**src/design/des_pkg.sv**
```systemverilog
package des_pkg;
	// director codes (upper byte of the director word)
	localparam logic [7:0] CODE_BRANCH = 8'h04;
	localparam logic [7:0] CODE_TERM = 8'h08;
	localparam logic [7:0] CODE_SUB = 8'h10;
	localparam logic [7:0] CODE_ADD = 8'h12;
	localparam logic [7:0] CODE_TEST = 8'h14;
	// resume function code from the host channel
	localparam logic [15:0] RESUME_FUNC = 16'h0022;
	// field positions, bit 00 is the msb of a 32-bit director
	localparam int OPER_MSB = 31 - 8;
	localparam int OPER_LSB = 31 - 23;
	localparam int RFA_MSB = 31 - 28;
	localparam int RFA_LSB = 31 - 31;
	localparam int BRA_MSB = 31 - 16;
	localparam int BRA_LSB = 31 - 31;
	localparam int FLAG_EQ_POS = 31 - 8;
	localparam int FLAG_POSV_POS = 31 - 9;
	localparam int FLAG_NEG_POS = 31 - 10;
	localparam int FLAG_CMP_POS = 31 - 12;
	localparam int FLAG_CKW_POS = 31 - 13;
	localparam int FLAG_BIT_POS = 31 - 14;
	localparam int WAIT_RD_POS = 31 - 15;
	// alu timing chain length, CLK1..CLK8
	localparam int ALU_STEPS = 8;
	localparam logic [3:0] STEP_CATCH = 4'h5;
	localparam logic [3:0] STEP_BUS = 4'h6;
	localparam logic [3:0] STEP_WRITE = 4'h7;
	localparam logic [3:0] STEP_LAST = 4'h8;
	localparam logic [3:0] STEP_IDLE = 4'h0;
	// read time 300 as a delay after the terminate decode, in cycles
	localparam logic [1:0] TERM_DELAY = 2'h2;
	localparam logic [15:0] RESET_WORD = 16'h0000;
	typedef enum logic [2:0] {
		AOP_IDLE = 3'b001,
		AOP_ADD = 3'b010,
		AOP_SUB = 3'b100
	} des_aop_t;
endpackage : des_pkg

```
**src/design/des_alu_if.sv**
```systemverilog
`timescale 1ns/1ps
interface des_alu_if;
	logic [15:0] opA;
	logic [15:0] opB;
	logic subSel;
	logic carryIn;
	logic catchStrobe;
	logic [15:0] catchQ;
	modport seq (output opA, output opB, output subSel, output carryIn, output catchStrobe,
		input catchQ);
	modport alu (input opA, input opB, input subSel, input carryIn, input catchStrobe,
		output catchQ);
endinterface : des_alu_if

```
**src/design/des_alu_catch.sv**
```systemverilog
`timescale 1ns/1ps
module des_alu_catch (
	input wire logic ref_clk,
	input wire logic arst_n,
	des_alu_if.alu alu
);
	logic [15:0] aluOut;
	logic [15:0] catch_q;
	// subtract is a plus inverted b plus carry, add is a plus b plus carry
	always_comb begin
		if (alu.subSel) begin
			aluOut = 16'(alu.opA + ~alu.opB + {15'h0000, alu.carryIn});
		end else begin
			aluOut = 16'(alu.opA + alu.opB + {15'h0000, alu.carryIn});
		end
	end
	always_ff @(posedge ref_clk or negedge arst_n) begin
		if (!arst_n) begin
			catch_q <= des_pkg::RESET_WORD;
		end else if (alu.catchStrobe) begin
			catch_q <= aluOut;
		end
	end
	assign alu.catchQ = catch_q;
endmodule : des_alu_catch

```
**src/design/des_director_exec_sequencer.sv**
```systemverilog
`timescale 1ns/1ps
// Function
// - branch stages A, B, C set on successive clocks, held by request or write timing
// - with wait-for-read captured, stage A waits until read-in-progress drops
// - at stage B, condition met disables write timing and steers branch address
// - at stage C, condition met loads address, flushes buffer, requests a director
// - at stage C, condition not met with erase enable turns on erase head
// - next clock clears B, ends branch, presets request, signals completion; then clears C
// - condition met also sets decode enable at completion
// - terminate code preclears ready, later clears execution enable
// - after terminate no branch or arithmetic director executes until resume function code 0022 arrives
// - code 10 subtracts operand from addressed register word, writes back
// - code 12 adds operand to addressed register word, writes back
// - bits 28-31 load register address; register word is A, operand is B
// - subtract selects subtract function with carry in
// - add selects add function lines without carry in
// - alu timing chain advances one step per clock, CLK1 to CLK8
// - CLK5 strobes alu output into catching register
// - CLK6 drives catch onto register bus and clears operation state
// - CLK7 writes both register halves and sets director done
// - CLK8 clears last stage and precleared done; clear state self clears
// - code 14 test director, handled outside this block
// - branch condition is any selected flag set
// - erase enable sets only with bit 15 captured and read-in-progress high
module des_director_exec_sequencer (
	input wire logic ref_clk,
	input wire logic arst_n,
	input wire logic [31:0] directorWord,
	input wire logic functionDirectorDecode,
	input wire logic partialDecodeEnable,
	input wire logic directorExecuteStrobe,
	input wire logic directorReadoutStrobe,
	input wire logic directorFetchRequest,
	input wire logic directorStoreTiming,
	input wire logic directorStoreTimingAlt,
	input wire logic readInProgress,
	input wire logic flagEqual,
	input wire logic flagPositive,
	input wire logic flagNegative,
	input wire logic flagCompareNotMet,
	input wire logic flagCheckwordNonzero,
	input wire logic flagBitCompare,
	input wire logic hostFuncValid,
	input wire logic [15:0] hostFuncCode,
	input wire logic [15:0] regfileReadData,
	output logic [15:0] branchAddress,
	output logic disableDirectorWrite,
	output logic branchAddrToMemMux,
	output logic branchAddressLoad,
	output logic loadDirectorAddress,
	output logic branchFlush,
	output logic eraseHeadOn,
	output logic branchFinish,
	output logic branchMadeDecodeEnable,
	output logic supportRequestPreset,
	output logic supportReadyPreclear,
	output logic directorExecEnable,
	output logic loadRegfileAddress,
	output logic [3:0] regfileAddress,
	output logic aluCarryIn,
	output logic aluFuncSel0,
	output logic aluFuncSel1,
	output logic aluFuncSel3,
	output logic aluToCatchEnable,
	output logic catchResultStrobe,
	output logic catchToRegfileBus,
	output logic regfileMemoryEnable,
	output logic aluRegfileWrite,
	output logic regfileWriteLow,
	output logic regfileWriteHigh,
	output logic aluSequenceDone,
	output logic directorDone,
	output logic [15:0] regfileBus
);
	// ==========================================================
	// decode
	logic [7:0] code;
	logic decodeOk;
	logic startBranch;
	logic startTerm;
	logic startArith;
	logic isSub;
	logic branchHold;
	logic condMet;
	des_pkg::des_aop_t aop_q;
	logic [3:0] aluStep_q;
	assign code = directorWord[31:24];
	// no branch or arithmetic director starts while execution is disabled; terminate still decodes
	assign decodeOk = functionDirectorDecode & partialDecodeEnable & directorExecuteStrobe
		& directorExecEnable;
	assign startBranch = decodeOk & (code == des_pkg::CODE_BRANCH);
	assign startTerm = directorReadoutStrobe & (code == des_pkg::CODE_TERM);
	assign isSub = code == des_pkg::CODE_SUB;
	assign startArith = decodeOk & (isSub | (code == des_pkg::CODE_ADD)) & (aluStep_q == 4'h0)
		& (aop_q == des_pkg::AOP_IDLE);
	assign branchHold = directorFetchRequest | directorStoreTiming | directorStoreTimingAlt;
	// ==========================================================
	// branch chain
	logic branchActive_q;
	logic waitRead_q;
	logic eraseEnable_q;
	logic [6:0] flagSel_q;
	logic stageA_q;
	logic stageB_q;
	logic stageC_q;
	logic [15:0] branchAddr_q;
	assign condMet = |(flagSel_q & {flagEqual, flagPositive, flagNegative, 1'b0,
		flagCompareNotMet, flagCheckwordNonzero, flagBitCompare});
	always_ff @(posedge ref_clk or negedge arst_n) begin
		if (!arst_n) begin
			waitRead_q <= 1'b0;
			eraseEnable_q <= 1'b0;
			flagSel_q <= 7'h00;
			branchAddr_q <= des_pkg::RESET_WORD;
		end else if (startBranch) begin
			waitRead_q <= directorWord[des_pkg::WAIT_RD_POS];
			eraseEnable_q <= directorWord[des_pkg::WAIT_RD_POS] & readInProgress;
			flagSel_q <= directorWord[des_pkg::FLAG_EQ_POS -: 7];
			branchAddr_q <= directorWord[des_pkg::BRA_MSB:des_pkg::BRA_LSB];
		end
	end
	always_ff @(posedge ref_clk or negedge arst_n) begin
		if (!arst_n) begin
			branchActive_q <= 1'b0;
			stageA_q <= 1'b0;
			stageB_q <= 1'b0;
			stageC_q <= 1'b0;
		end else begin
			if (startBranch) begin
				branchActive_q <= 1'b1;
			end else if (stageB_q & stageC_q & !branchHold) begin
				// preclear branch state, only together with clearing B
				branchActive_q <= 1'b0;
			end
			if (branchActive_q & !branchHold) begin
				if (!stageA_q & !stageB_q & !stageC_q & !(waitRead_q & readInProgress)) begin
					stageA_q <= 1'b1;
				end else if (stageA_q & !stageB_q) begin
					stageB_q <= 1'b1;
				end else if (stageA_q & stageB_q) begin
					stageC_q <= 1'b1;
					stageA_q <= 1'b0;
				end else if (stageB_q & stageC_q) begin
					stageB_q <= 1'b0;
				end
			end else if (!branchActive_q & stageC_q) begin
				stageC_q <= 1'b0;
			end
		end
	end
	logic atB;
	logic atC;
	logic atFinish;
	assign atB = branchActive_q & !branchHold & stageA_q & !stageB_q;
	assign atC = branchActive_q & !branchHold & stageA_q & stageB_q;
	assign atFinish = branchActive_q & !branchHold & stageB_q & stageC_q;
	// ==========================================================
	// branch outputs
	always_ff @(posedge ref_clk or negedge arst_n) begin
		if (!arst_n) begin
			disableDirectorWrite <= 1'b0;
			branchAddrToMemMux <= 1'b0;
		end else begin
			if (atB & condMet) begin
				disableDirectorWrite <= 1'b1;
				branchAddrToMemMux <= 1'b1;
			end else if (atFinish) begin
				disableDirectorWrite <= 1'b0;
				branchAddrToMemMux <= 1'b0;
			end
		end
	end
	always_ff @(posedge ref_clk or negedge arst_n) begin
		if (!arst_n) begin
			branchAddressLoad <= 1'b0;
			loadDirectorAddress <= 1'b0;
			branchFlush <= 1'b0;
			eraseHeadOn <= 1'b0;
			branchFinish <= 1'b0;
			branchMadeDecodeEnable <= 1'b0;
		end else begin
			branchAddressLoad <= atC & condMet;
			loadDirectorAddress <= atC & condMet;
			branchFlush <= atC & condMet;
			eraseHeadOn <= atC & !condMet & eraseEnable_q;
			branchFinish <= atFinish;
			branchMadeDecodeEnable <= atFinish & condMet;
		end
	end
	assign branchAddress = branchAddr_q;
	assign supportRequestPreset = branchFinish;
	// ==========================================================
	// terminate
	logic [1:0] termCnt_q;
	logic termPend_q;
	always_ff @(posedge ref_clk or negedge arst_n) begin
		if (!arst_n) begin
			termPend_q <= 1'b0;
			termCnt_q <= 2'h0;
			supportReadyPreclear <= 1'b0;
			directorExecEnable <= 1'b1;
		end else begin
			supportReadyPreclear <= startTerm;
			if (startTerm) begin
				termPend_q <= 1'b1;
				termCnt_q <= des_pkg::TERM_DELAY;
			end else if (termPend_q & termCnt_q != 2'h0) begin
				termCnt_q <= termCnt_q - 2'h1;
			end else if (termPend_q) begin
				termPend_q <= 1'b0;
				directorExecEnable <= 1'b0;
			end
			if (hostFuncValid & hostFuncCode == des_pkg::RESUME_FUNC & !termPend_q) begin
				directorExecEnable <= 1'b1;
			end
		end
	end
	// ==========================================================
	// arithmetic
	logic [15:0] operand_q;
	logic [3:0] rfAddr_q;
	des_alu_if aluIf ();
	des_alu_catch uCatch (
		.ref_clk(ref_clk),
		.arst_n(arst_n),
		.alu(aluIf.alu)
	);
	always_ff @(posedge ref_clk or negedge arst_n) begin
		if (!arst_n) begin
			operand_q <= des_pkg::RESET_WORD;
			rfAddr_q <= 4'h0;
		end else if (startArith) begin
			rfAddr_q <= directorWord[des_pkg::RFA_MSB:des_pkg::RFA_LSB];
			operand_q <= directorWord[des_pkg::OPER_MSB:des_pkg::OPER_LSB];
		end
	end
	always_ff @(posedge ref_clk or negedge arst_n) begin
		if (!arst_n) begin
			aop_q <= des_pkg::AOP_IDLE;
		end else begin
			case (aop_q)
				des_pkg::AOP_IDLE: begin
					if (startArith) begin
						aop_q <= isSub ? des_pkg::AOP_SUB : des_pkg::AOP_ADD;
					end
				end
				default: begin
					if (aluStep_q == des_pkg::STEP_BUS) begin
						aop_q <= des_pkg::AOP_IDLE;
					end
				end
			endcase
		end
	end
	always_ff @(posedge ref_clk or negedge arst_n) begin
		if (!arst_n) begin
			aluStep_q <= des_pkg::STEP_IDLE;
		end else begin
			if (startArith) begin
				aluStep_q <= 4'h1;
			end else if (aluStep_q == des_pkg::STEP_LAST) begin
				aluStep_q <= des_pkg::STEP_IDLE;
			end else if (aluStep_q != des_pkg::STEP_IDLE) begin
				aluStep_q <= aluStep_q + 4'h1;
			end
		end
	end
	logic doneClear_q;
	always_ff @(posedge ref_clk or negedge arst_n) begin
		if (!arst_n) begin
			directorDone <= 1'b0;
			doneClear_q <= 1'b0;
		end else begin
			// done at CLK7, preclear at CLK8
			if (aluStep_q == des_pkg::STEP_WRITE) begin
				directorDone <= 1'b1;
				doneClear_q <= 1'b1;
			end else begin
				directorDone <= 1'b0;
				doneClear_q <= 1'b0;
			end
		end
	end
	logic opActive;
	assign opActive = aop_q != des_pkg::AOP_IDLE;
	assign aluCarryIn = aop_q == des_pkg::AOP_SUB;
	assign aluFuncSel1 = aop_q == des_pkg::AOP_SUB;
	assign aluFuncSel0 = aop_q == des_pkg::AOP_ADD;
	assign aluFuncSel3 = aop_q == des_pkg::AOP_ADD;
	assign aluToCatchEnable = opActive;
	assign aluIf.opA = regfileReadData;
	assign aluIf.opB = operand_q;
	assign aluIf.subSel = aluFuncSel1;
	assign aluIf.carryIn = aluCarryIn;
	assign catchResultStrobe = aluStep_q == des_pkg::STEP_CATCH;
	assign aluIf.catchStrobe = catchResultStrobe;
	assign catchToRegfileBus = aluStep_q == des_pkg::STEP_BUS;
	assign aluRegfileWrite = aluStep_q == des_pkg::STEP_WRITE;
	assign regfileWriteLow = aluRegfileWrite;
	assign regfileWriteHigh = aluRegfileWrite;
	assign aluSequenceDone = aluRegfileWrite;
	assign regfileMemoryEnable = !catchToRegfileBus;
	assign regfileBus = (catchToRegfileBus | aluRegfileWrite) ? aluIf.catchQ : regfileReadData;
	assign loadRegfileAddress = startArith;
	assign regfileAddress = rfAddr_q;
	// ==========================================================
	// assertions
	wait_read_a: assert property (@(posedge ref_clk) disable iff (!arst_n)
		(waitRead_q & readInProgress & !stageA_q) |=> !stageA_q)
		else $error("stage A set while read in progress");
	steer_b_a: assert property (@(posedge ref_clk) disable iff (!arst_n)
		(atB & condMet) |=> (stageB_q & branchAddrToMemMux & disableDirectorWrite))
		else $error("branch address not steered at stage B");
	flush_c_a: assert property (@(posedge ref_clk) disable iff (!arst_n)
		(atC & condMet) |=> (stageC_q & branchFlush & loadDirectorAddress))
		else $error("branch not loaded at stage C");
	erase_on_a: assert property (@(posedge ref_clk) disable iff (!arst_n)
		eraseHeadOn |-> $past(!condMet & eraseEnable_q))
		else $error("erase head without enable");
	finish_seq_a: assert property (@(posedge ref_clk) disable iff (!arst_n)
		branchFinish |-> (!stageB_q & !branchActive_q & stageC_q) ##1 !stageC_q)
		else $error("branch completion order wrong");
	chain_step_a: assert property (@(posedge ref_clk) disable iff (!arst_n)
		startArith |=> aluStep_q == 4'h1 ##4 catchResultStrobe ##1 catchToRegfileBus
		##1 aluRegfileWrite ##1 aluStep_q == 4'h8 ##1 aluStep_q == 4'h0)
		else $error("alu chain out of step");
	done_set_a: assert property (@(posedge ref_clk) disable iff (!arst_n)
		aluRegfileWrite |=> directorDone ##1 !directorDone)
		else $error("director done timing wrong");
	sub_carry_a: assert property (@(posedge ref_clk) disable iff (!arst_n)
		(startArith & isSub) |=> (aluCarryIn & aluFuncSel1 & !aluFuncSel0)[*6])
		else $error("subtract controls wrong");
	one_op_a: assert property (@(posedge ref_clk) disable iff (!arst_n)
		(aluStep_q != 4'h0 && aluStep_q != 4'h8) |=> aluStep_q == $past(aluStep_q) + 4'h1)
		else $error("alu chain restarted");
endmodule : des_director_exec_sequencer

```
**config.mk**
```make
export PLATFORM = sky130hd
export DESIGN_NAME = des_director_exec_sequencer
export DESIGN_NICKNAME = d
export VERILOG_FILES = /design/src/design/des_pkg.sv /design/src/design/des_alu_if.sv /design/src/design/des_alu_catch.sv /design/src/design/des_director_exec_sequencer.sv
export SDC_FILE = /design/constraint.sdc
export NUM_CORES = 1
export LEC_CHECK = 0
export BUFFER_PORTS_ARGS = -buffer_cell sky130_fd_sc_hd__buf_4
export CAP_MARGIN = 20
export CORE_UTILIZATION = 57
export DETAILED_ROUTE_END_ITERATION = 12
export HOLD_SLACK_MARGIN = 0.1
export PLACE_DENSITY = 0.9
export SLEW_MARGIN = 40
export SYNTH_ARGS = -nofsm -noshare
export SYNTH_HDL_FRONTEND = slang
export SYNTH_SLANG_ARGS = --single-unit
```
**constraint.sdc**
```tcl
create_clock -name ref_clk -period 4.4 [get_ports ref_clk]
set_clock_uncertainty 0.15 [all_clocks]
set_input_delay 0.44 -clock ref_clk [delete_from_list [all_inputs] [get_ports ref_clk]]
set_output_delay 0.44 -clock ref_clk [all_outputs]
set_load 0.005 [all_outputs]
```
==> results of run 1 <==
final timing paths:
check                            startpoint               endpoint  slack (ns)
min in group asynchronous            arst_n       branchAddress[0]        0.52
hold reg to reg                  termPend_q     directorExecEnable        0.32
hold / removal             directorWord[17]           aluIf.opB[9]        0.13
setup reg to reg                   aop_q[1]  uCatch.alu.catchQ[14]        1.29
setup / recovery                   aop_q[1]  uCatch.alu.catchQ[14]        1.29
max in group asynchronous            arst_n               stageC_q        3.11
sequential cells by signal (all words and copies together), names as in the netlist, 2 cells and up:
register	count
branchAddress	16
aluIf.opB	16
uCatch.alu.catchQ	16
flagSel_q	6
aop_q	3
termCnt_q	2
regfileAddress	4
aluStep_q	4
worst reg2reg max path: cells and delay by family, from the launching register on:
kind | cells | cell delay [ns]
AND/OR/NAND/NOR | 5 | 0.92
XOR/XNOR | 1 | 0.18
AO/OA/AOI/OAI | 5 | 0.91
adder cells (fa/ha/maj) | 1 | 0.40
flip-flops | 1 | 0.42
layout by cell type, fill, tap and decap left out, drive strengths merged, types with 4 or more instances in the layout:
master and n:
buf 142, nand2 109, dfrtp 80, inv 45, mux2 39, o21ai 38, ha 35, a21oi 31
nor2 30, xnor2 12, clkbuf 11, nor3 10, nand3 8, nand4 7, nor4 6, a211oi 6
o31ai 6, a31oi 6, o21bai 5, a221oi 4, o22ai 4, xor2 4
power breakdown:
part           leakage (nW)  total [mW]  switching [mW]  internal, mW
combinational          2.11       0.588           0.298         0.290
clock                0.0822       0.513           0.304         0.209
sequential             1.10       0.919          0.0687         0.850
timing repair:
action,CTS,global route
hold buffers,1,0
buffers inserted,0,0
resized for setup,0,0
endpoints found under the hold margin,80,0
area by class of cell:
type / count / area, um^2 / area share [%]
multi-input combinational: 405 / 2745 / 43.10
clock buffer: 9 / 123.9 / 1.945
clock inverter: 7 / 53.80 / 0.8448
sequential: 82 / 2054 / 32.26
tap: 108 / 135.1 / 2.122
inverter: 43 / 161.4 / 2.534
timing repair buffer: 145 / 1095 / 17.19
per-layer routing:
metal	GRT usage (%)	vias up	part of all wire [%]
li1	-	2178	-
met4	8.611	0	1.5
met1	37.82	2191	42
met5	0	-	0
met3	6.575	23	6.3
met2	51.95	166	50
cells by family after synthesis:
logic type / Yosys count / synth area share (%)
DFF: 82 / 39.93
AOI/OAI and AO/OA: 118 / 13.98
buffers and inverters: 74 / 6.761
adders and majority gates: 37 / 9.290
muxes: 41 / 10.17
and+or+nand+nor: 193 / 17.15
xor gates and xnor gates: 16 / 2.724
stage by stage:
step,instances,worst slack (ns)
after detailed placement,781,1.259
after global routing,799,0.9998
after floorplan,561,1.602
final,799,1.291
after CTS,798,1.136
after global placement,781,1.322
==> results_tabular.tex, run 1 <==
\begin{tabular}{lr}
\hline
Metric & Value \\
\hline
\multicolumn{2}{l}{\textbf{Hold path}} \\
\quad Worst Hold Path Cells & 3 \\
\quad HP Class & primary input to flip-flop \\
\multicolumn{2}{l}{\textbf{STA}} \\
\quad Number of failing setup endpoints in the final timing report & 0 \\
\quad Transition time at the pin with the least slew margin & 0.8122 ns \\
\quad Slew Limit Fails & 0 \\
\quad Final worst path period share & 70.66\% \\
\quad Setup repair after global routing missed its margin & no \\
\quad Post-layout minimum cycle time & 3.109 ns \\
\quad Max-slew headroom at the worst pin & 45.85\% \\
\quad Final hold viol count & 0 \\
\quad Achievable frequency & 0.3216 GHz \\
\quad Final-layout worst hold slack & 0.1326 ns \\
\quad Accumulated negative setup slack & 0 ns \\
\multicolumn{2}{l}{\textbf{Synth}} \\
\quad Portion of the post-synthesis area used by sequential elements & 39.93\% \\
\quad Post-synth top cells & 109 x sky130\_fd\_sc\_hd\_\_nand2\_1, 80 x sky130\_fd\_sc\_hd\_\_dfrtp\_1, 35 x sky130\_fd\_sc\_hd\_\_ha\_1, 34 x sky130\_fd\_sc\_hd\_\_inv\_1, 31 x sky130\_fd\_sc\_hd\_\_a21oi\_1 \\
\quad Top FF cell, synth & sky130\_fd\_sc\_hd\_\_dfrtp\_1 \\
\quad Number of unique standard cell types used by synthesis & 61 \\
\quad Most instantiated library cell after synthesis & sky130\_fd\_sc\_hd\_\_nand2\_1 \\
\quad EDFF count, synth & 0 \\
\quad Mapped Avg Cell Area & 9.171 um\^{}2 \\
\quad Fraction of synthesized cell area taken by the top area cell type & 38.91\% \\
\quad Warning count from the yosys run & 0 \\
\quad Flip-flop and latch count after synthesis & 82 \\
\quad Share of async-settable or async-resettable flops after synthesis & 100.0\% \\
\quad Largest area contributor in the synthesized netlist & sky130\_fd\_sc\_hd\_\_dfrtp\_1 \\
\quad Count of mapped cells out of synthesis & 561 \\
\quad Cell area after synthesis & 5145 um\^{}2 \\
\quad Total nets after synthesis & 679 \\
\quad Ranking of synthesized cells by area & sky130\_fd\_sc\_hd\_\_dfrtp\_1 39\%, sky130\_fd\_sc\_hd\_\_ha\_1 8.5\%, sky130\_fd\_sc\_hd\_\_nand2\_1 8.0\% \\
\multicolumn{2}{l}{\textbf{Placement}} \\
\quad I/O Buffers & 141 \\
\quad Cell area after placement & 6173 um\^{}2 \\
\quad Hpwl dp & 10,240 um \\
\quad GPL Wtd Cong & 0.9019 \\
\multicolumn{2}{l}{\textbf{Die}} \\
\quad Starting density of the core & 59.00\% \\
\quad Die X-Extent & 97.01 um \\
\quad Die extent in y & 97.01 um \\
\quad FP Rows & 34 \\
\quad Placeable core region & 8721 um\^{}2 \\
\quad Number of primary I/O pins & 142 \\
\quad Die area & 9410 um\^{}2 \\
\multicolumn{2}{l}{\textbf{Clock tree}} \\
\quad Number of levels in the clock H-tree & 3 \\
\quad Clk\_lat worst skew & 0.36 ns \\
\quad Clock Root Buffer & sky130\_fd\_sc\_hd\_\_clkbuf\_8 \\
\quad Clock buffer depth & 2 \\
\quad Clock edge transition at the registers on the reported setup and hold paths & 0.10 ns \\
\quad TritonCTS Buffers & 9 \\
\quad CTS tree & built \\
\quad Number of clock sinks seen by CTS & 82 \\
\multicolumn{2}{l}{\textbf{Setup path}} \\
\quad CP peak stage delay & 0.42 ns \\
\quad Kind of critical path & flip-flop to flip-flop \\
\quad CP most frequent cell & sky130\_fd\_sc\_hd\_\_nor2\_1 \\
\quad Critical path cell sequence & nor2\_1 > nand2\_1 > nor2\_1 > nor2\_1 > fa\_1 > o21bai\_1 > nand2\_1 > a21boi\_1 > a2bb2oi\_1 > o221ai\_1 > xor2\_1 > o21ai\_1 \\
\quad Required time of the critical path & 4.48 ns \\
\quad Launching element type of the critical path & flip-flop \\
\quad Critical Path Slowest Stage Cell & sky130\_fd\_sc\_hd\_\_dfrtp\_1 \\
\quad Worst path depth & 12 \\
\quad Kind of capture point of the worst setup path & flip-flop \\
\quad WP buf/inv & 0 \\
\quad Dominant delay contributor by cell family on the critical path & simple AND/OR/NAND/NOR gates \\
\quad Reg2reg path depth & 12 \\
\quad Arrival time of the worst setup path & 3.19 ns \\
\quad Max FO, Critical Path & 19 \\
\multicolumn{2}{l}{\textbf{Routing}} \\
\quad Routed WL per cell & 17.13 um \\
\quad Number of DRC violations after detailed routing & 0 \\
\quad Via total after detailed routing & 4,558 \\
\quad Iter 0 DRT Violations & 306 \\
\quad Ratio of routed vias to standard cells & 5.705 \\
\quad TritonRoute pass-1 iters & 5 \\
\quad Detailed-route wire length & 13,690 um \\
\quad Routed Antenna Nets & 0 \\
\multicolumn{2}{l}{\textbf{Global routing}} \\
\quad Grt ovf & 0 \\
\quad Number of antenna violations at the first check in global routing & 0 \\
\quad Number of global-route vias before repair & 4,705 \\
\quad Wire length of the first global-routing pass & 22,690 um \\
\quad GRT Overall Usage & 30.06\% \\
\quad Maximum number of pins on one net before global-route repair & 83 \\
\multicolumn{2}{l}{\textbf{Power}} \\
\quad Leakage & 3.294 nW \\
\quad Max VDD drop & 0.0002045 V \\
\quad Design Power & 2.020 mW \\
\quad Areal power density over the cells & 317.1 nW/um\^{}2 \\
\multicolumn{2}{l}{\textbf{Cells and area}} \\
\quad Layout-stage area growth over the synthesis result & 23.78\% \\
\quad Post-route cell area & 6369 um\^{}2 \\
\quad Share of layout cells above drive strength 1 & 28.08\% \\
\quad Fill cell count & 605 \\
\quad Ant diodes & 0 \\
\quad Final nets & 804 \\
\quad Post-layout utilization of the core & 73.03\% \\
\multicolumn{2}{l}{\textbf{Flow run}} \\
\quad Max-cap viol count & 0 \\
\multicolumn{2}{l}{\textbf{Outcome}} \\
\quad Result of the run & complete, no violations \\
\hline
\end{tabular}
No activity file was read; power rests on OpenSTA's default activity.
==> run 2: changes to the inputs <==
--- a/config.mk
+++ b/config.mk
@@ -7,10 +7,10 @@
 export LEC_CHECK = 0
 export BUFFER_PORTS_ARGS = -buffer_cell sky130_fd_sc_hd__buf_4
 export CAP_MARGIN = 20
-export CORE_UTILIZATION = 57
+export CORE_UTILIZATION = 48
 export DETAILED_ROUTE_END_ITERATION = 12
 export HOLD_SLACK_MARGIN = 0.1
-export PLACE_DENSITY = 0.9
+export PLACE_DENSITY = 0.81
 export SLEW_MARGIN = 40
 export SYNTH_ARGS = -nofsm -noshare
 export SYNTH_HDL_FRONTEND = slang
==> constraint.sdc (replaced) <==
create_clock -name ref_clk -period 2.85 [get_ports ref_clk]
set_clock_uncertainty 0.15 [all_clocks]
set_input_delay 0.285 -clock ref_clk [delete_from_list [all_inputs] [get_ports ref_clk]]
set_output_delay 0.285 -clock ref_clk [all_outputs]
set_load 0.005 [all_outputs]
==> run 2 against run 1 <==
Sequential share of layout area fell by 2.5 points; largest power group unchanged; clock power up 71%; combinational power rose by 64%; wire length increased by 4.2%.
==> results_tabular.tex, run 2 (synthesis results as in run 1) <==
\begin{tabular}{lr}
\hline
Metric & Value \\
\hline
\multicolumn{2}{l}{\textbf{Flow run}} \\
\quad Max-cap viol count & 0 (unchanged) \\
\multicolumn{2}{l}{\textbf{Setup path}} \\
\quad Dominant delay contributor by cell family on the critical path & simple AND/OR/NAND/NOR gates (unchanged) \\
\quad WP buf/inv & 2 (was 0) \\
\quad CP peak stage delay & 0.54 ns (was 0.42 ns) \\
\quad CP most frequent cell & sky130\_fd\_sc\_hd\_\_buf\_4 (was sky130\_fd\_sc\_hd\_\_nor2\_1) \\
\quad Critical path cell sequence & buf\_4 > or3\_1 > or4b\_4 > or4\_4 > nor3\_4 > buf\_4 (was nor2\_1 > nand2\_1 > nor2\_1 > nor2\_1 > fa\_1 > o21bai\_1 > nand2\_1 > a21boi\_1 > a2bb2oi\_1 > o221ai\_1 > xor2\_1 > o21ai\_1) \\
\quad Required time of the critical path & 2.41 ns (was 4.48 ns) \\
\quad Launching element type of the critical path & primary input (was flip-flop) \\
\quad Kind of capture point of the worst setup path & output port (was flip-flop) \\
\quad FF-to-FF setup slack & 0.14 ns (was 1.29 ns) \\
\quad Max FO, Critical Path & 5 (was 19) \\
\quad Critical Path Slowest Stage Cell & sky130\_fd\_sc\_hd\_\_or4b\_4 (was sky130\_fd\_sc\_hd\_\_dfrtp\_1) \\
\quad Arrival time of the worst setup path & 2.32 ns (was 3.19 ns) \\
\quad Kind of critical path & primary input to output port (was flip-flop to flip-flop) \\
\multicolumn{2}{l}{\textbf{STA}} \\
\quad Post-route worst setup slack & 0.09064 ns (was 1.291 ns) \\
\quad Transition time at the pin with the least slew margin & 0.6444 ns (was 0.8122 ns) \\
\quad Slew Limit Fails & 0 (unchanged) \\
\quad Post-layout minimum cycle time & 2.759 ns \\
\quad Max-slew headroom at the worst pin & 57.04\% (was 45.85\%) \\
\quad Setup repair after global routing missed its margin & yes (was no) \\
\quad Final-layout worst hold slack & 0.1125 ns (was 0.1326 ns) \\
\quad Number of failing setup endpoints in the final timing report & 0 (unchanged) \\
\quad Final worst path period share & 96.82\% \\
\quad Achievable frequency & 0.3624 GHz \\
\quad Final hold viol count & 0 (unchanged) \\
\multicolumn{2}{l}{\textbf{Hold path}} \\
\quad HP Class & primary input to flip-flop (unchanged) \\
\multicolumn{2}{l}{\textbf{Global routing}} \\
\quad Wire length of the first global-routing pass & 23,520 um (was 22,690 um) \\
\quad Number of global-route vias before repair & 4,936 (was 4,705) \\
\quad Grt ovf & 0 (unchanged) \\
\quad Number of antenna violations at the first check in global routing & 0 (unchanged) \\
\quad GRT Overall Usage & 26.87\% (was 30.06\%) \\
\quad Maximum number of pins on one net before global-route repair & 52 (was 83) \\
\multicolumn{2}{l}{\textbf{Clock tree}} \\
\quad Clock buffer depth & 2 (unchanged) \\
\quad Number of clock sinks seen by CTS & 82 (unchanged) \\
\quad Clk\_lat worst skew & 0.36 ns (about the same) \\
\quad CTS tree & built (unchanged) \\
\quad TritonCTS Buffers & 9 (unchanged) \\
\quad Clock edge transition at the registers on the reported setup and hold paths & 0.09 ns (was 0.10 ns) \\
\quad Clock Root Buffer & sky130\_fd\_sc\_hd\_\_clkbuf\_8 (unchanged) \\
\quad Number of levels in the clock H-tree & 3 (unchanged) \\
\multicolumn{2}{l}{\textbf{Die}} \\
\quad Die X-Extent & 105.5 um (was 97.01 um) \\
\quad Starting density of the core & 49.61\% (was 59.00\%) \\
\quad Die extent in y & 105.5 um (was 97.01 um) \\
\quad Die area & 11,140 um\^{}2 (was 9410 um\^{}2) \\
\quad Placeable core region & 10,370 um\^{}2 (was 8721 um\^{}2) \\
\quad Number of primary I/O pins & 142 (unchanged) \\
\quad FP Rows & 37 (was 34) \\
\multicolumn{2}{l}{\textbf{Cells and area}} \\
\quad FF/Latch Area & 2056 um\^{}2 (was 2054 um\^{}2) \\
\quad Final nets & 851 (was 804) \\
\quad Layout-stage area growth over the synthesis result & 34.22\% (was 23.78\%) \\
\quad Most common library cell in the layout ignoring fill and taps & sky130\_fd\_sc\_hd\_\_buf\_4 (unchanged) \\
\quad Post-layout utilization of the core & 66.59\% (was 73.03\%) \\
\quad Ant diodes & 0 (unchanged) \\
\quad Share of layout cells above drive strength 1 & 29.13\% (was 28.08\%) \\
\quad Commonest cells after routing, fill and taps aside & 159 x sky130\_fd\_sc\_hd\_\_buf\_4, 109 x sky130\_fd\_sc\_hd\_\_nand2\_1, 79 x sky130\_fd\_sc\_hd\_\_dfrtp\_1, 34 x sky130\_fd\_sc\_hd\_\_ha\_1, 33 x sky130\_fd\_sc\_hd\_\_inv\_1 (was 142 x sky130\_fd\_sc\_hd\_\_buf\_4, 108 x sky130\_fd\_sc\_hd\_\_nand2\_1, 80 x sky130\_fd\_sc\_hd\_\_dfrtp\_1, 35 x sky130\_fd\_sc\_hd\_\_ha\_1, 34 x sky130\_fd\_sc\_hd\_\_inv\_1) \\
\quad Number of standard cells in the layout, taps in and fillers out & 874 (was 799) \\
\quad Area of the multi-input gates & 2785 um\^{}2 (was 2745 um\^{}2) \\
\quad Fill cell count & 839 (was 605) \\
\multicolumn{2}{l}{\textbf{Placement}} \\
\quad GPL Wtd Cong & 0.9034 (was 0.9019) \\
\quad I/O Buffers & 141 (unchanged) \\
\quad Worst slack after detailed placement & -0.05196 ns (was 1.259 ns) \\
\quad Hpwl dp & 10,260 um (was 10,240 um) \\
\quad Placed cell count & 825 (was 781) \\
\multicolumn{2}{l}{\textbf{Power}} \\
\quad Areal power density over the cells & 471.4 nW/um\^{}2 (was 317.1 nW/um\^{}2) \\
\quad Design Power & 3.255 mW (was 2.020 mW) \\
\quad Leakage & 3.524 nW (was 3.294 nW) \\
\quad Max VDD drop & 0.0002839 V (was 0.0002045 V) \\
\multicolumn{2}{l}{\textbf{Routing}} \\
\quad Iter 0 DRT Violations & 180 (was 306) \\
\quad Routed Antenna Nets & 0 (unchanged) \\
\quad Number of DRC violations after detailed routing & 0 (unchanged) \\
\quad Via total after detailed routing & 4,699 (was 4,558) \\
\quad Detailed-route wire length & 14,270 um (was 13,690 um) \\
\quad Ratio of routed vias to standard cells & 5.376 (was 5.705) \\
\quad TritonRoute pass-1 iters & 4 (was 5) \\
\quad Routed WL per cell & 16.32 um (was 17.13 um) \\
\multicolumn{2}{l}{\textbf{Outcome}} \\
\quad Result of the run & complete, no violations (unchanged) \\
\hline
\end{tabular}
[run 2: cell count changes in the layout (fill, tap and decap cells not counted), moves of 2 or more]
| cell | delta |
|---|---|
| sky130_fd_sc_hd__a211oi_2 | +2 |
| sky130_fd_sc_hd__a211oi_1 | -2 |
| sky130_fd_sc_hd__buf_4 | +17 |
| sky130_fd_sc_hd__dlygate4sd3_1 | +31 |
[run 2: timing repair]
action,in CTS,in global routing
buffers inserted,0,1
endpoints found under the hold margin,96,0
endpoints found under the setup margin,1,7
pin swaps,0,7
gates resized for setup,1,9
hold buffers,32,0
[run 2: power by group]
group / leakage, nW / total [mW] / switching (mW) / internal, mW
logic: 2.33 / 0.963 / 0.469 / 0.494
clock network: 0.0939 / 0.875 / 0.460 / 0.415
registers: 1.10 / 1.42 / 0.103 / 1.31
[run 2: area by class of cell]
type / count / area share [%]
clock inverters: 6 / 1.033
repair buffers: 192 / 22.21
well taps: 136 / 2.464
clock buffers: 10 / 1.848
multi-input cells: 405 / 40.33
inverters: 43 / 2.337
flip-flops and latches: 82 / 29.77
[run 2: layer usage]
layer | up-vias | track usage [%] | routed length [um] | part of all wire, %
li1 | 2266 | - | - | -
met1 | 2237 | 32.36 | 5849 | 41
met2 | 159 | 46.99 | 7194 | 50
met3 | 37 | 5.257 | 828 | 5.8
met4 | 0 | 11.01 | 393 | 2.8
met5 | - | 0 | 0 | 0
[run 2: path summary, 6_finish.rpt]
kind | from | to | depth (start not counted)
max | directorWord[29] | loadRegfileAddress | 6
min | flagNegative | branchMadeDecodeEnable | 3
max reg2reg | aluIf.opB[0] | uCatch.alu.catchQ[12] | 12
min reg2reg | termPend_q | directorExecEnable | 1
max in group asynchronous | arst_n | directorExecEnable | 3
min in group asynchronous | arst_n | branchAddress[9] | 2
[run 2: through the flow]
step | area, um^2 | TNS [ns]
2_1_floorplan | 5145 | 0
5_1_grt | 6905 | -0.007061
4_1_cts | 6858 | 0
3_5_place_dp | 6335 | -0.05196
3_3_place_gp | 6335 | 0
6_report | 6905 | 0
[run 2: tightest hold or removal path, cell delays in order]
cell,delay (ns)
sky130_fd_sc_hd__buf_4,0.08
sky130_fd_sc_hd__a221oi_1,0.13
sky130_fd_sc_hd__nor2_1,0.10
==> run 3: changes to the inputs <==
--- a/config.mk
+++ b/config.mk
@@ -7,10 +7,12 @@
 export LEC_CHECK = 0
 export BUFFER_PORTS_ARGS = -buffer_cell sky130_fd_sc_hd__buf_4
 export CAP_MARGIN = 20
-export CORE_UTILIZATION = 48
+export CELL_PAD_IN_SITES_DETAIL_PLACEMENT = 0
+export CELL_PAD_IN_SITES_GLOBAL_PLACEMENT = 1
+export CORE_UTILIZATION = 36
 export DETAILED_ROUTE_END_ITERATION = 12
 export HOLD_SLACK_MARGIN = 0.1
-export PLACE_DENSITY = 0.81
+export PLACE_DENSITY = 0.82
 export SLEW_MARGIN = 40
 export SYNTH_ARGS = -nofsm -noshare
 export SYNTH_HDL_FRONTEND = slang
==> run 3 against run 2 <==
First-iteration DRC count grew 27%; via count fell by 0.85%; register-to-register slack worse by 0.02 ns; critical endpoint unchanged; largest cell class unchanged.
==> results_tabular.tex, run 3 (synthesis results as in run 1) <==
\begin{tabular}{lr}
\hline
Metric & Value \\
\hline
\multicolumn{2}{l}{\textbf{Outcome}} \\
\quad Result of the run & complete, no violations (unchanged) \\
\multicolumn{2}{l}{\textbf{Global routing}} \\
\quad Grt ovf & 0 (unchanged) \\
\quad Maximum number of pins on one net before global-route repair & 46 (was 52) \\
\quad GRT Overall Usage & 20.61\% (was 26.87\%) \\
\quad Number of global-route vias before repair & 4,653 (was 4,936) \\
\quad Number of antenna violations at the first check in global routing & 0 (unchanged) \\
\quad Wire length of the first global-routing pass & 23,390 um (was 23,520 um) \\
\multicolumn{2}{l}{\textbf{STA}} \\
\quad Max-slew headroom at the worst pin & 54.72\% (was 57.04\%) \\
\quad Final worst path period share & 96.40\% (was 96.82\%) \\
\quad Final-layout worst hold slack & 0.1456 ns (was 0.1125 ns) \\
\quad Post-layout minimum cycle time & 2.747 ns (was 2.759 ns) \\
\quad Achievable frequency & 0.3640 GHz (was 0.3624 GHz) \\
\quad Setup repair after global routing missed its margin & yes (unchanged) \\
\quad Slew Limit Fails & 0 (unchanged) \\
\quad Number of failing setup endpoints in the final timing report & 0 (unchanged) \\
\quad Transition time at the pin with the least slew margin & 0.6740 ns (was 0.6444 ns) \\
\quad Final hold viol count & 0 (unchanged) \\
\multicolumn{2}{l}{\textbf{Setup path}} \\
\quad Arrival time of the worst setup path & 2.31 ns (was 2.32 ns) \\
\quad Required time of the critical path & 2.41 ns (about the same) \\
\quad Kind of critical path & primary input to output port (unchanged) \\
\quad Max FO, Critical Path & 4 (was 5) \\
\quad Kind of capture point of the worst setup path & output port (unchanged) \\
\quad Launching element type of the critical path & primary input (unchanged) \\
\multicolumn{2}{l}{\textbf{Clock tree}} \\
\quad Number of clock sinks seen by CTS & 82 (unchanged) \\
\quad Number of levels in the clock H-tree & 3 (unchanged) \\
\quad Clock buffer depth & 2 (unchanged) \\
\quad Clock Root Buffer & sky130\_fd\_sc\_hd\_\_clkbuf\_16 (was sky130\_fd\_sc\_hd\_\_clkbuf\_8) \\
\quad Clock edge transition at the registers on the reported setup and hold paths & 0.06 ns (was 0.09 ns) \\
\quad CTS tree & built (unchanged) \\
\quad Clk\_lat worst skew & 0.35 ns (was 0.36 ns) \\
\quad TritonCTS Buffers & 9 (unchanged) \\
\multicolumn{2}{l}{\textbf{Die}} \\
\quad Die area & 14,770 um\^{}2 (was 11,140 um\^{}2) \\
\quad FP Rows & 43 (was 37) \\
\quad Starting density of the core & 36.92\% (was 49.61\%) \\
\quad Number of primary I/O pins & 142 (unchanged) \\
\quad Die extent in y & 121.5 um (was 105.5 um) \\
\quad Die X-Extent & 121.5 um (was 105.5 um) \\
\quad Placeable core region & 13,930 um\^{}2 (was 10,370 um\^{}2) \\
\multicolumn{2}{l}{\textbf{Power}} \\
\quad Leakage & 3.591 nW (was 3.524 nW) \\
\quad Areal power density over the cells & 521.7 nW/um\^{}2 (was 471.4 nW/um\^{}2) \\
\quad Max VDD drop & 0.0003081 V (was 0.0002839 V) \\
\multicolumn{2}{l}{\textbf{Cells and area}} \\
\quad Commonest cells after routing, fill and taps aside & 158 x sky130\_fd\_sc\_hd\_\_buf\_4, 109 x sky130\_fd\_sc\_hd\_\_nand2\_1, 80 x sky130\_fd\_sc\_hd\_\_dfrtp\_1, 34 x sky130\_fd\_sc\_hd\_\_ha\_1, 33 x sky130\_fd\_sc\_hd\_\_inv\_1 (was 159 x sky130\_fd\_sc\_hd\_\_buf\_4, 109 x sky130\_fd\_sc\_hd\_\_nand2\_1, 79 x sky130\_fd\_sc\_hd\_\_dfrtp\_1, 34 x sky130\_fd\_sc\_hd\_\_ha\_1, 33 x sky130\_fd\_sc\_hd\_\_inv\_1) \\
\quad Final nets & 850 (was 851) \\
\quad Most common library cell in the layout ignoring fill and taps & sky130\_fd\_sc\_hd\_\_buf\_4 (unchanged) \\
\quad Share of layout cells above drive strength 1 & 29.17\% (was 29.13\%) \\
\quad Number of standard cells in the layout, taps in and fillers out & 917 (was 874) \\
\quad Layout-stage area growth over the synthesis result & 37.77\% (was 34.22\%) \\
\quad Ant diodes & 0 (unchanged) \\
\multicolumn{2}{l}{\textbf{Placement}} \\
\quad GPL Wtd Cong & 0.8436 (was 0.9034) \\
\quad Placed cell count & 870 (was 825) \\
\quad I/O Buffers & 141 (unchanged) \\
\quad Hpwl dp & 10,670 um (was 10,260 um) \\
\multicolumn{2}{l}{\textbf{Routing}} \\
\quad Routed WL per cell & 15.70 um (was 16.32 um) \\
\quad TritonRoute pass-1 iters & 4 (unchanged) \\
\quad Via total after detailed routing & 4,659 (was 4,699) \\
\quad Iter 0 DRT Violations & 228 (was 180) \\
\quad Routed Antenna Nets & 0 (unchanged) \\
\quad Ratio of routed vias to standard cells & 5.081 (was 5.376) \\
\quad Detailed-route wire length & 14,400 um (was 14,270 um) \\
\quad Number of DRC violations after detailed routing & 0 (unchanged) \\
\multicolumn{2}{l}{\textbf{Hold path}} \\
\quad HP Class & primary input to flip-flop (unchanged) \\
\multicolumn{2}{l}{\textbf{Flow run}} \\
\quad Max-cap viol count & 0 (unchanged) \\
\hline
\end{tabular}
run 3: worst paths after layout:
check | slack [ns] | endpoint | start | depth (start not counted)
max | 0.10 | loadRegfileAddress | directorWord[29] | 6
min | 0.15 | branchMadeDecodeEnable | flagPositive | 3
max reg2reg | 0.12 | uCatch.alu.catchQ[12] | aluIf.opB[0] | 12
min reg2reg | 0.29 | directorExecEnable | termPend_q | 1
max in group asynchronous | 1.50 | directorExecEnable | arst_n | 3
min in group asynchronous | 0.35 | uCatch.alu.catchQ[12] | arst_n | 2
run 3: metal layers:
metal / vias up / wire (um) / part of all wire [%] / track usage, %
li1: 2274 / - / - / -
met1: 2236 / 6320 / 44 / 25.49
met2: 131 / 6998 / 49 / 35.05
met3: 18 / 795 / 5.5 / 4.073
met4: 0 / 282 / 2.0 / 8.488
met5: - / 0 / 0 / 0
run 3: layout make-up:
type | count | area, um^2
Fill cell | 1252 | 6847
Multi-Input combinational cell | 405 | 2773
Sequential cell | 82 | 2054
Timing Repair Buffer | 191 | 1546
Clock buffer | 10 | 239.0
Tap cell | 180 | 225.2
Inverter | 43 | 161.4
Clock inverter | 6 | 88.84
run 3: worst max-delay path: stages:
cell                     delay, ns
sky130_fd_sc_hd__buf_4        0.10
sky130_fd_sc_hd__or3_1        0.38
sky130_fd_sc_hd__or4b_4       0.54
sky130_fd_sc_hd__or4_4        0.55
sky130_fd_sc_hd__nor3_4       0.28
sky130_fd_sc_hd__buf_4        0.17
run 3: power by group:
group / leakage (nW) / internal [mW] / switching, mW
clock: 0.155 / 0.793 / 0.500
sequential: 1.10 / 1.31 / 0.101
combinational: 2.33 / 0.512 / 0.476
total: 3.59 / 2.62 / 1.08
run 3: what timing repair did:
item	4_1_cts	5_1_grt
endpoints found under the hold margin	90	0
gates resized for setup	1	6
pin swaps	0	8
setup buffers	0	1
endpoints found under the setup margin	1	4
hold buffers	30	0
run 3: per-stage QoR:
stage	TNS [ns]	utilization, %	setup slack, ns	instance area, um^2	total power [mW]
after CTS	0	50.62	0.007147	7054	3.740
after global placement	0	46.09	0.01799	6422	2.379
after floorplan	0	-	0.1647	5145	1.916
after detailed placement	-0.04967	46.09	-0.04967	6422	2.403
final	0	50.87	0.1025	7088	3.698
after global routing	-0.01405	50.87	-0.009110	7088	3.904
